File: src/prs_defines.svh
// Offsets, field positions, reset values and timing counts for the reset sequencer
`ifndef PRS_DEFINES_SVH
`define PRS_DEFINES_SVH
`define PRS_CLK_HZ 25000000
`define PRS_PIN_MIN_NS 1000
`define PRS_PIN_MIN_CYC ((`PRS_PIN_MIN_NS * 25 + 999) / 1000)
`define PRS_POWERUP_MS 200
`define PRS_POWERUP_CYC (`PRS_POWERUP_MS * (`PRS_CLK_HZ / 1000))
`define PRS_ACT_CYC 16
`define PRS_OFS_BMC 12'h000
`define PRS_OFS_GEN 12'h01F
`define PRS_OFS_STD_LAST 12'h00F
`define PRS_OFS_EXT 12'h010
`define PRS_OFS_STRAP 12'h06E
`define PRS_OFS_MODE 12'h01D
`define PRS_FIBER_BASE 12'hC00
`define PRS_FIBER_LAST 12'hC1F
`define PRS_BIT_SWRST 15
`define PRS_BIT_GRST 15
`define PRS_BIT_RESTART 14
`define PRS_BMC_RST 16'h1140
`define PRS_GEN_RST 16'h0000
`define PRS_EXT_RST 16'h0000
`define PRS_FIB_RST 16'h0000
`define PRS_MODE_RST 3'h0
`define PRS_MODE_FIB1G 3'h2
`define PRS_MODE_FIB100 3'h3
`endif

File: src/prs_pkg.sv
// Types shared by the reset sequencer files
package prs_pkg;
  typedef logic [11:0] prs_addr_t;
  typedef logic [15:0] prs_data_t;
  typedef enum logic [1:0] {PRS_IDLE, PRS_STD, PRS_GLOBAL, PRS_RESTART} prs_act_t;
endpackage

File: src/prs_ctl_if.sv
// Reset request and status between top and action timer
`timescale 1ns/10ps
`default_nettype none
interface prs_ctl_if;
  import prs_pkg::*;
  logic start;
  prs_act_t kind;
  logic busy;
  logic done;
  prs_act_t done_kind;
  modport ctl (output start, output kind, input busy, input done, input done_kind);
  modport tmr (input start, input kind, output busy, output done, output done_kind);
endinterface
`default_nettype wire

File: src/prs_timer.sv
// Action timer holding internal circuits in reset for a fixed span
`timescale 1ns/10ps
`default_nettype none
`include "prs_defines.svh"
module prs_timer (
  input wire logic ref_clk, // Clock
  input wire logic reset_n, // Synchronous reset, active low
  prs_ctl_if.tmr ctl // Request and status
);
  import prs_pkg::*;
  typedef struct packed {
    logic [7:0] cnt;
    prs_act_t kind;
    logic busy;
    logic done;
  } prs_tmr_st_t;
  prs_tmr_st_t st;
  prs_tmr_st_t next_st;
  always_comb begin
    next_st = st;
    next_st.done = 1'b0;
    if (ctl.start && !st.busy) begin
      next_st.busy = 1'b1;
      next_st.kind = ctl.kind;
      next_st.cnt = 8'(`PRS_ACT_CYC - 1);
    end else if (st.busy) begin
      if (st.cnt == 8'h00) begin
        next_st.busy = 1'b0;
        next_st.done = 1'b1;
      end else begin
        next_st.cnt = st.cnt - 8'h01;
      end
    end
  end
  always_ff @(posedge ref_clk) begin
    if (!reset_n) begin
      st <= '0;
    end else begin
      st <= next_st;
    end
  end
  assign ctl.busy = st.busy;
  assign ctl.done = st.done;
  assign ctl.done_kind = st.kind;
endmodule
`default_nettype wire

File: src/prs_top.sv
// Reset sequencer and register-space decode of the transceiver
`timescale 1ns/10ps
`default_nettype none
`include "prs_defines.svh"
// Notes on behaviour
// - Pin low 1us or more: full reset
// - Hardware reset: defaults and strap recapture
// - Basic control bit 15: standard registers only
// - General control bit 15: every register except the latched straps resets
// - Global reset keeps the latched straps
// - General control bit 14: restart, registers kept
// - Fiber modes map fiber block onto base
module prs_top (
  input wire logic ref_clk, // Clock, 25 MHz
  input wire logic reset_n, // Power-on reset, synchronous, active low
  input wire logic rst_pin_n, // External hardware reset pin, asynchronous
  input wire logic [2:0] strap_pins, // Strap levels, asynchronous
  input wire prs_pkg::prs_addr_t addr, // Register offset
  input wire prs_pkg::prs_data_t wdata, // Write data
  input wire logic wr, // Write strobe
  input wire logic rd, // Read strobe
  output logic [15:0] rdata, // Read data, cycle after rd
  output logic core_rst_n, // Internal circuits reset, active low
  output logic std_regs_rst, // Pulse when a bit 15 write resets standard registers
  output logic [2:0] strap_latched // Latched strap configuration
);
  import prs_pkg::*;
  typedef struct packed {
    logic [1:0] pin_sync;
    logic [1:0] strap_sync0;
    logic [1:0] strap_sync1;
    logic [1:0] strap_sync2;
    logic [7:0] low_cnt;
    logic hw_rst;
    logic strap_take;
    logic [2:0] straps;
    logic [15:0] bmc;
    logic [15:0] gen;
    logic [15:0] ext;
    logic [15:0] fib;
    logic [2:0] mode;
    logic [15:0] rdata;
    logic std_pulse;
  } prs_st_t;
  prs_st_t st;
  prs_st_t next_st;
  prs_ctl_if ctl ();
  prs_timer u_timer (
    .ref_clk(ref_clk),
    .reset_n(reset_n && !st.hw_rst),
    .ctl(ctl.tmr)
  );

  function automatic logic fiber_mode(input logic [2:0] m);
    return (m == `PRS_MODE_FIB1G) || (m == `PRS_MODE_FIB100);
  endfunction

  // Folds an access onto the fiber block when the base map is aliased
  function automatic logic [11:0] map_addr(input logic [11:0] a, input logic [2:0] m);
    if (fiber_mode(m) && a <= `PRS_OFS_STD_LAST) begin
      return `PRS_FIBER_BASE | a;
    end
    return a;
  endfunction

  logic [11:0] eff_addr;
  logic pin_low;
  assign eff_addr = map_addr(addr, st.mode);
  assign pin_low = !st.pin_sync[1];

  always_comb begin
    next_st = st;
    next_st.pin_sync = {st.pin_sync[0], rst_pin_n};
    next_st.strap_sync0 = {st.strap_sync0[0], strap_pins[0]};
    next_st.strap_sync1 = {st.strap_sync1[0], strap_pins[1]};
    next_st.strap_sync2 = {st.strap_sync2[0], strap_pins[2]};
    next_st.std_pulse = 1'b0;
    next_st.strap_take = 1'b0;
    ctl.start = 1'b0;
    ctl.kind = PRS_IDLE;
    // Short glitches on the pin are ignored; only a qualifying low resets
    if (pin_low) begin
      if (st.low_cnt != 8'(`PRS_PIN_MIN_CYC)) begin
        next_st.low_cnt = st.low_cnt + 8'h01;
      end
    end else begin
      next_st.low_cnt = 8'h00;
    end
    if (pin_low && st.low_cnt == 8'(`PRS_PIN_MIN_CYC - 1)) begin
      next_st.hw_rst = 1'b1;
    end
    if (!pin_low && st.hw_rst) begin
      next_st.hw_rst = 1'b0;
      next_st.strap_take = 1'b1;
    end
    if (st.hw_rst) begin
      next_st.bmc = `PRS_BMC_RST;
      next_st.gen = `PRS_GEN_RST;
      next_st.ext = `PRS_EXT_RST;
      next_st.fib = `PRS_FIB_RST;
      next_st.mode = `PRS_MODE_RST;
    end else begin
      if (wr) begin
        unique case (eff_addr)
          `PRS_OFS_BMC: begin
            next_st.bmc = wdata;
            if (wdata[`PRS_BIT_SWRST]) begin
              ctl.start = 1'b1;
              ctl.kind = PRS_STD;
            end
          end
          `PRS_OFS_GEN: begin
            next_st.gen = wdata;
            if (wdata[`PRS_BIT_GRST]) begin
              ctl.start = 1'b1;
              ctl.kind = PRS_GLOBAL;
            end else if (wdata[`PRS_BIT_RESTART]) begin
              ctl.start = 1'b1;
              ctl.kind = PRS_RESTART;
            end
          end
          `PRS_OFS_EXT: next_st.ext = wdata;
          `PRS_OFS_MODE: next_st.mode = wdata[2:0];
          default: begin
            // Fiber block and reserved offsets
            if (eff_addr >= `PRS_FIBER_BASE && eff_addr <= `PRS_FIBER_LAST) begin
              next_st.fib = wdata;
            end
          end
        endcase
      end
      if (ctl.done) begin
        unique case (ctl.done_kind)
          PRS_STD: begin
            next_st.bmc = `PRS_BMC_RST;
            next_st.std_pulse = 1'b1;
          end
          PRS_GLOBAL: begin
            next_st.bmc = `PRS_BMC_RST;
            next_st.gen = `PRS_GEN_RST;
            next_st.ext = `PRS_EXT_RST;
            next_st.fib = `PRS_FIB_RST;
            next_st.mode = `PRS_MODE_RST;
            next_st.std_pulse = 1'b1;
          end
          PRS_RESTART: next_st.gen[`PRS_BIT_RESTART] = 1'b0;
          PRS_IDLE: next_st.gen = st.gen;
        endcase
      end
    end
    if (st.strap_take) begin
      next_st.straps = {st.strap_sync2[1], st.strap_sync1[1], st.strap_sync0[1]};
    end
    next_st.rdata = 16'h0000;
    if (rd) begin
      unique case (eff_addr)
        `PRS_OFS_BMC: next_st.rdata = st.bmc;
        `PRS_OFS_GEN: next_st.rdata = st.gen;
        `PRS_OFS_EXT: next_st.rdata = st.ext;
        `PRS_OFS_MODE: next_st.rdata = {13'h0000, st.mode};
        `PRS_OFS_STRAP: next_st.rdata = {13'h0000, st.straps};
        default: begin
          if (eff_addr >= `PRS_FIBER_BASE && eff_addr <= `PRS_FIBER_LAST) begin
            next_st.rdata = st.fib;
          end
        end
      endcase
    end
  end

  always_ff @(posedge ref_clk) begin
    if (!reset_n) begin
      st <= '0;
      st.pin_sync <= 2'h3;
      st.bmc <= `PRS_BMC_RST;
      st.strap_take <= 1'b1;
    end else begin
      st <= next_st;
    end
  end

  assign rdata = st.rdata;
  assign core_rst_n = !(st.hw_rst || ctl.busy);
  assign std_regs_rst = st.std_pulse;
  assign strap_latched = st.straps;
endmodule
`default_nettype wire

File: config.mk
export PLATFORM = sky130hd
export DESIGN_NAME = prs_top
export DESIGN_NICKNAME = d
export VERILOG_FILES = /design/src/prs_pkg.sv /design/src/prs_ctl_if.sv /design/src/prs_timer.sv /design/src/prs_top.sv
export VERILOG_INCLUDE_DIRS = /design/src
export SDC_FILE = /design/constraint.sdc
export NUM_CORES = 1
export LEC_CHECK = 0
export BUFFER_PORTS_ARGS = -buffer_cell sky130_fd_sc_hd__buf_2
export CAP_MARGIN = 0
export CORE_ASPECT_RATIO = 0.75
export CORE_MARGIN = 4
export CORE_UTILIZATION = 50
export CTS_BUF_LIST = sky130_fd_sc_hd__clkbuf_4
export DETAILED_ROUTE_END_ITERATION = 12
export PLACE_DENSITY = 0.73
export SETUP_SLACK_MARGIN = 0.15
export SLEW_MARGIN = 30
export SYNTH_ARGS = -nofsm -noshare
export SYNTH_HDL_FRONTEND = slang
export SYNTH_SLANG_ARGS = --single-unit
File: constraint.sdc
create_clock -name ref_clk -period 1.91 [get_ports ref_clk]
set_input_delay 0.191 -clock ref_clk [delete_from_list [all_inputs] [get_ports ref_clk]]
set_output_delay 0.191 -clock ref_clk [all_outputs]
set_load 0.03 [all_outputs]
After elaboration in Yosys (flattened, before gate mapping)
Cells that the tools add are included.

$add $sub $neg: 2. Magnitude comparators: 3. Eq/ne operators: 13. Mux-type cells: 38. Bitwise gates (word level): 5. Reduce and logical (&&, ||, !) cells: 28.

Operators by type and width (number): 67-bit 2-to-1 mux (2); 16-bit 2-to-1 mux (7); 16-bit one-hot mux with 5 select lines (1); 12-bit by 5-bit == test with 1-bit output (second input constant) (3); 35-bit 2-to-1 mux (1); 14-bit one-hot mux with 2 select lines (1); 12-bit 2-to-1 mux (2); 12-bit by 7-bit == test with 1-bit output (second input constant) (1); 12-bit greater-or-equal comparator (second input constant) (1); 12-bit <= comparator (second input constant) (1); 12-bit by 4-bit <= comparator with 1-bit output (second input constant) (1); 12-bit logical NOT (1); 2-bit 2-to-1 mux (6); 4-bit 2-to-1 mux (3); 2-bit OR reduction (6); 1-bit 2-to-1 mux (10); 8-bit by 1-bit adder with 8-bit output (second input constant) (1); 8-bit by 5-bit == test with 1-bit output (second input constant) (1); 8-bit logical NOT (1); 8-bit by 5-bit inequality test with 1-bit output (second input constant) (1); 8-bit by 1-bit subtractor with 8-bit output (second input constant) (1); 3-bit by 2-bit == test with 1-bit output (second input constant) (2); 1-bit logical AND (6); 1-bit one-hot mux with 2 select lines (3); other kinds (14) (26).

Register bits after elaboration: 117. Output and inout port bits: 21. Word-level logic and storage cells: 109.

Longest topological paths before layout
Depth after elaboration: 12. Depth in mapped cells: 9.

By module
A second synthesis with hierarchy kept.

Cells, all modules: 626. Area total of the unflattened synthesis: 5520.3 sq um.

By module, submodules not included: prs_top (instances 1, cells each 561, area each 4926.0 sq um); prs_timer (instances 1, cells each 65, area each 594.3 sq um).

Least setup slack after synthesis
No wires, ideal clock.

Path type: register to register. Start: reg u_timer.st[8] (netlist name). End: reg u_timer.st[6] (netlist name). Arrival time: 1.608 ns. Data required time: 1.784 ns. Setup slack: 0.176 ns. Stages on the path, launching flop included: 7. Path buffers: 1. Clock period less this slack: 1.734 ns. Path through: dfxtp_1 or4_1 o41a_1 clkbuf_1 nand2_1 xor2_1 o21ai_0.

Longest elaborated chain between the ends: 3.

Ends and longest elaborated chain: start, declared (line prs_timer.sv:17) `prs_tmr_st_t st;`; start signal, assigned (line prs_timer.sv:39) `st <= next_st;`; 8-bit logical NOT (line prs_timer.sv:27) `if (st.cnt == 8'h00) begin`; 2-bit by 1-bit inequality test with 1-bit output (no source line); 2-bit AND reduction (no source line).

No other way between the ends. A chain may end at the register's enable or synchronous reset.

Worst setup path in the final report
Ends and elaborated chain as after synthesis.

==> out/qor.yml <==
setup_path:
  max_stage_delay_ns: 0.53
  worst_setup_path_start_kind: "flop"
  crit_chain: "or4_4 > o41a_1 > nand2_1 > xor2_1 > o21ai_0"
  slowest_stage: "or4_4"
  timing.rr.start: "u_timer.st[8]$_SDFFE_PP0P_"
  critPathLaunch: "u_timer.st[8]$_SDFFE_PP0P_"
  end_kind: "flop"
  crit_fanout: 8
  required_ns: 2.30
  path_class: "reg2reg"
  cp_top_family: "simple AND/OR/NAND/NOR gates"
  critPathBufInv: 0
  crit_arrival_ns: 2.20
sta:
  relSlewSlack_pct: 64.6
  slew_violations: 0
  timing.fmax_ghz: 0.554
  final-setup-viol-count: 0
  hold_viol_final: 0
  fin_skew_ns: 0.0123
  period_share_pct: 94.6
  holdWs_ns: 0.0712
  worstMarginPinSlew_ns: 0.528
  min_period_ns: 1.81
  tns_ns: 0
  rsz0062_at_grt: "yes"
cts:
  cts_max_path_buffers: 2
  cts_buffers: 17
  cts.sinks: 117
  cts_tree: "yes"
  clockRootBuffer: "clkbuf_4"
  clk_pin_slew_ns: 0.10
  h-tree-depth: 4
  clk_latency_ns: 0.52
route:
  ant_nets: 0
  drc: 0
  drt_wl_total_mm: 12.2
  dr.pass1.iters: 5
  drt-initial-drc-count: 375
  vias_per_cell: 5.42
  wl_per_cell_um: 15.9
  num_vias: 4164
placement:
  io_buffer_count: 56
  place.gp.congestion: 0.943
  dp_hpwl_mm: 8.11
logic_synthesis:
  avgSynthCellArea_um2: 8.75
  seq_area_frac_synth_pct: 48.2
  yosysWarnings: 0
  yosys.area_share.simple_pct: 20.8
  syn_area_um2: 4860
  synth_mux_area_share_pct: 2.06
  synth_edf_count: 0
  synth_top_family_by_area: "simple AND/OR/NAND/NOR gates"
  synth_xor_area_share_pct: 2.16
  postSynthCellCount: 555
  yosys_most_used_dff: "dfxtp_1"
  yosysUniqueCellTypes: 46
  synthesis.nets: 599
  synthAdderAreaFrac_pct: 2.06
  synth-seq-cells: 117
  synth_compound_area_share_pct: 17.7
  async_flop_share_pct: 0
min_path:
  min_from: "wr"
  hold_path_class: "in2reg"
global_routing:
  grt_first_pass_wirelength_mm: 19.8
  grt_use_total_pct: 22.4
  antenna_found_initial: 0
  overflow: 0
  grt_pass1_vias: 4073
  grt_max_degree: 36
power:
  power_uw: 4220
  vdd.ir_drop.worst_v: 0.000346
  p_clk_share_pct: 36.5
  p_int_uw: 3180
  power_density_nw_per_um2: 739
  leakage_uw: 0.00217
  seqPwrFrac_pct: 58.2
  power_switching_uw: 1040
  comb_power_share_pct: 5.3
  netSwitchingFraction_pct: 24.6
cells_and_area:
  drive_gt1_share_pct: 19.1
  diodes: 0
  syn2layout_area_growth_pct: 17.5
  fill_cells: 801
  post-route-util_pct: 61.6
  nNetsFinal: 672
floorplanning:
  die_x_um: 122
  ios: 57
  dieArea_um2: 11400
  coreArea_um2: 9270
  die_y_um: 93.4
  initial_utilization_pct: 52.4
  row_count: 30
status:
  outcome: "complete, no violations"
run:
  maxCapViolCount: 0
-- cell usage after synthesis, drive strengths merged, types with 6 or more instances --
cell type	n	share of area, %
and2	8	1.0
nand3	13	1.3
a21oi	65	6.7
a22oi	28	4.3
nand2b	7	0.90
o21ai	7	0.72
nor3	6	0.62
inv	10	0.77
ha	8	2.1
dfxtp	117	48
xor2	7	1.3
buf	34	5.0
a22o	16	2.9
nor2	28	2.2
nand2	125	9.8
clkbuf	15	1.2
and3	7	0.90
mux2i	10	2.1
-- per-stage QoR --
| stage | setup slack [ns] | instances | instance area, um2 |
|---|---|---|---|
| final | 0.104 | 768 | 5710 |
| after CTS | 0.123 | 767 | 5700 |
| after floorplan | 0.176 | 555 | 4860 |
| after detailed placement | 0.0862 | 714 | 5240 |
| after global routing | 0.0354 | 768 | 5710 |
| after global placement | 0.131 | 714 | 5240 |
-- power groups by stage --
stage                     Combinational, uW  Clock [uW]  Sequential, uW
final                                   224        1540            2460
after CTS                               220        1570            2460
after detailed placement                186           0            2510
after global routing                    243        1680            2460
after floorplan                        87.7           0            2510
after global placement                  181           0            2510
-- worst min-delay path, stage by stage --
cell	delay, ns
buf_2	0.17
nand2_4	0.11
o22ai_1	0.07
-- flip-flops by register name (all words and copies together) (netlist names) --
register and count:
st 81, rdata 16, u_timer.st 8, next_st 4, strap_latched 3, u_timer.ctl.done_kind 2
std_regs_rst 1, u_timer.ctl.busy 1, u_timer.ctl.done 1
-- per-layer routing --
| layer | GRT usage, % | up-vias | wire [um] |
|---|---|---|---|
| met2 | 34.7 | 158 | 5600 |
| met3 | 5.93 | 25 | 898 |
| met5 | 0 | - | 0 |
| met1 | 29.3 | 1930 | 5470 |
| li1 | - | 2051 | - |
| met4 | 10.4 | 0 | 223 |
-- kinds of logic after synthesis --
kind of cell | count (synthesis)
AOI/OAI and AO/OA | 132
buffers and inverters | 59
and+or+nand+nor | 217
adders and majority gates | 8
xor gates and xnor gates | 12
DFF | 117
muxes | 10
-- cell type report --
cell class	count	area, um2	area share [%]
Clock buffer	19	143	2.50
Clock inverter	12	90.1	1.58
Inverter	10	37.5	0.657
Multi-Input combinational cell	379	2190	38.3
Sequential cell	117	2350	41.1
Tap cell	128	160	2.80
Timing Repair Buffer	103	748	13.1
-- layout by cell type (no fill, tap or decap), types with 6 or more instances in the layout --
cell	netlist	final
nand2_1	124	124
dfxtp_1	117	114
a21oi_1	65	65
buf_2	7	56
nor2_1	28	28
a22oi_1	28	28
dlygate4sd3_1	0	21
buf_4	23	21
clkbuf_4	0	19
a22o_1	16	16
nand3_1	13	13
inv_1	10	10
mux2i_1	10	10
and2_1	8	8
ha_1	8	8
nand2b_1	7	7
and3_1	7	7
xor2_1	7	7
nor3_1	6	6
-- worst paths after layout --
| path | endpoint | slack [ns] | cells after the start |
|---|---|---|---|
| worst max register to register | u_timer.st[6]$_SDFFE_PN0P_ | 0.10 | 5 |
| worst min register to register | st[104]$_SDFF_PN1_ | 0.43 | 1 |
| worst min-delay path | st[66]$_SDFFE_PN0P_ | 0.07 | 3 |
| worst max-delay path | u_timer.st[6]$_SDFFE_PN0P_ | 0.10 | 5 |
-- what timing repair did --
| action | 4_1_cts | 5_1_grt |
|---|---|---|
| gates resized for setup | 4 | 1 |
| buffers inserted | 1 | 1 |
| setup endpoints to repair | 4 | 27 |
| hold endpoints to repair | 71 | 0 |
| hold buffers | 21 | 0 |
| pin swaps | 1 | 5 |
Power figures use the tool's default switching activity.
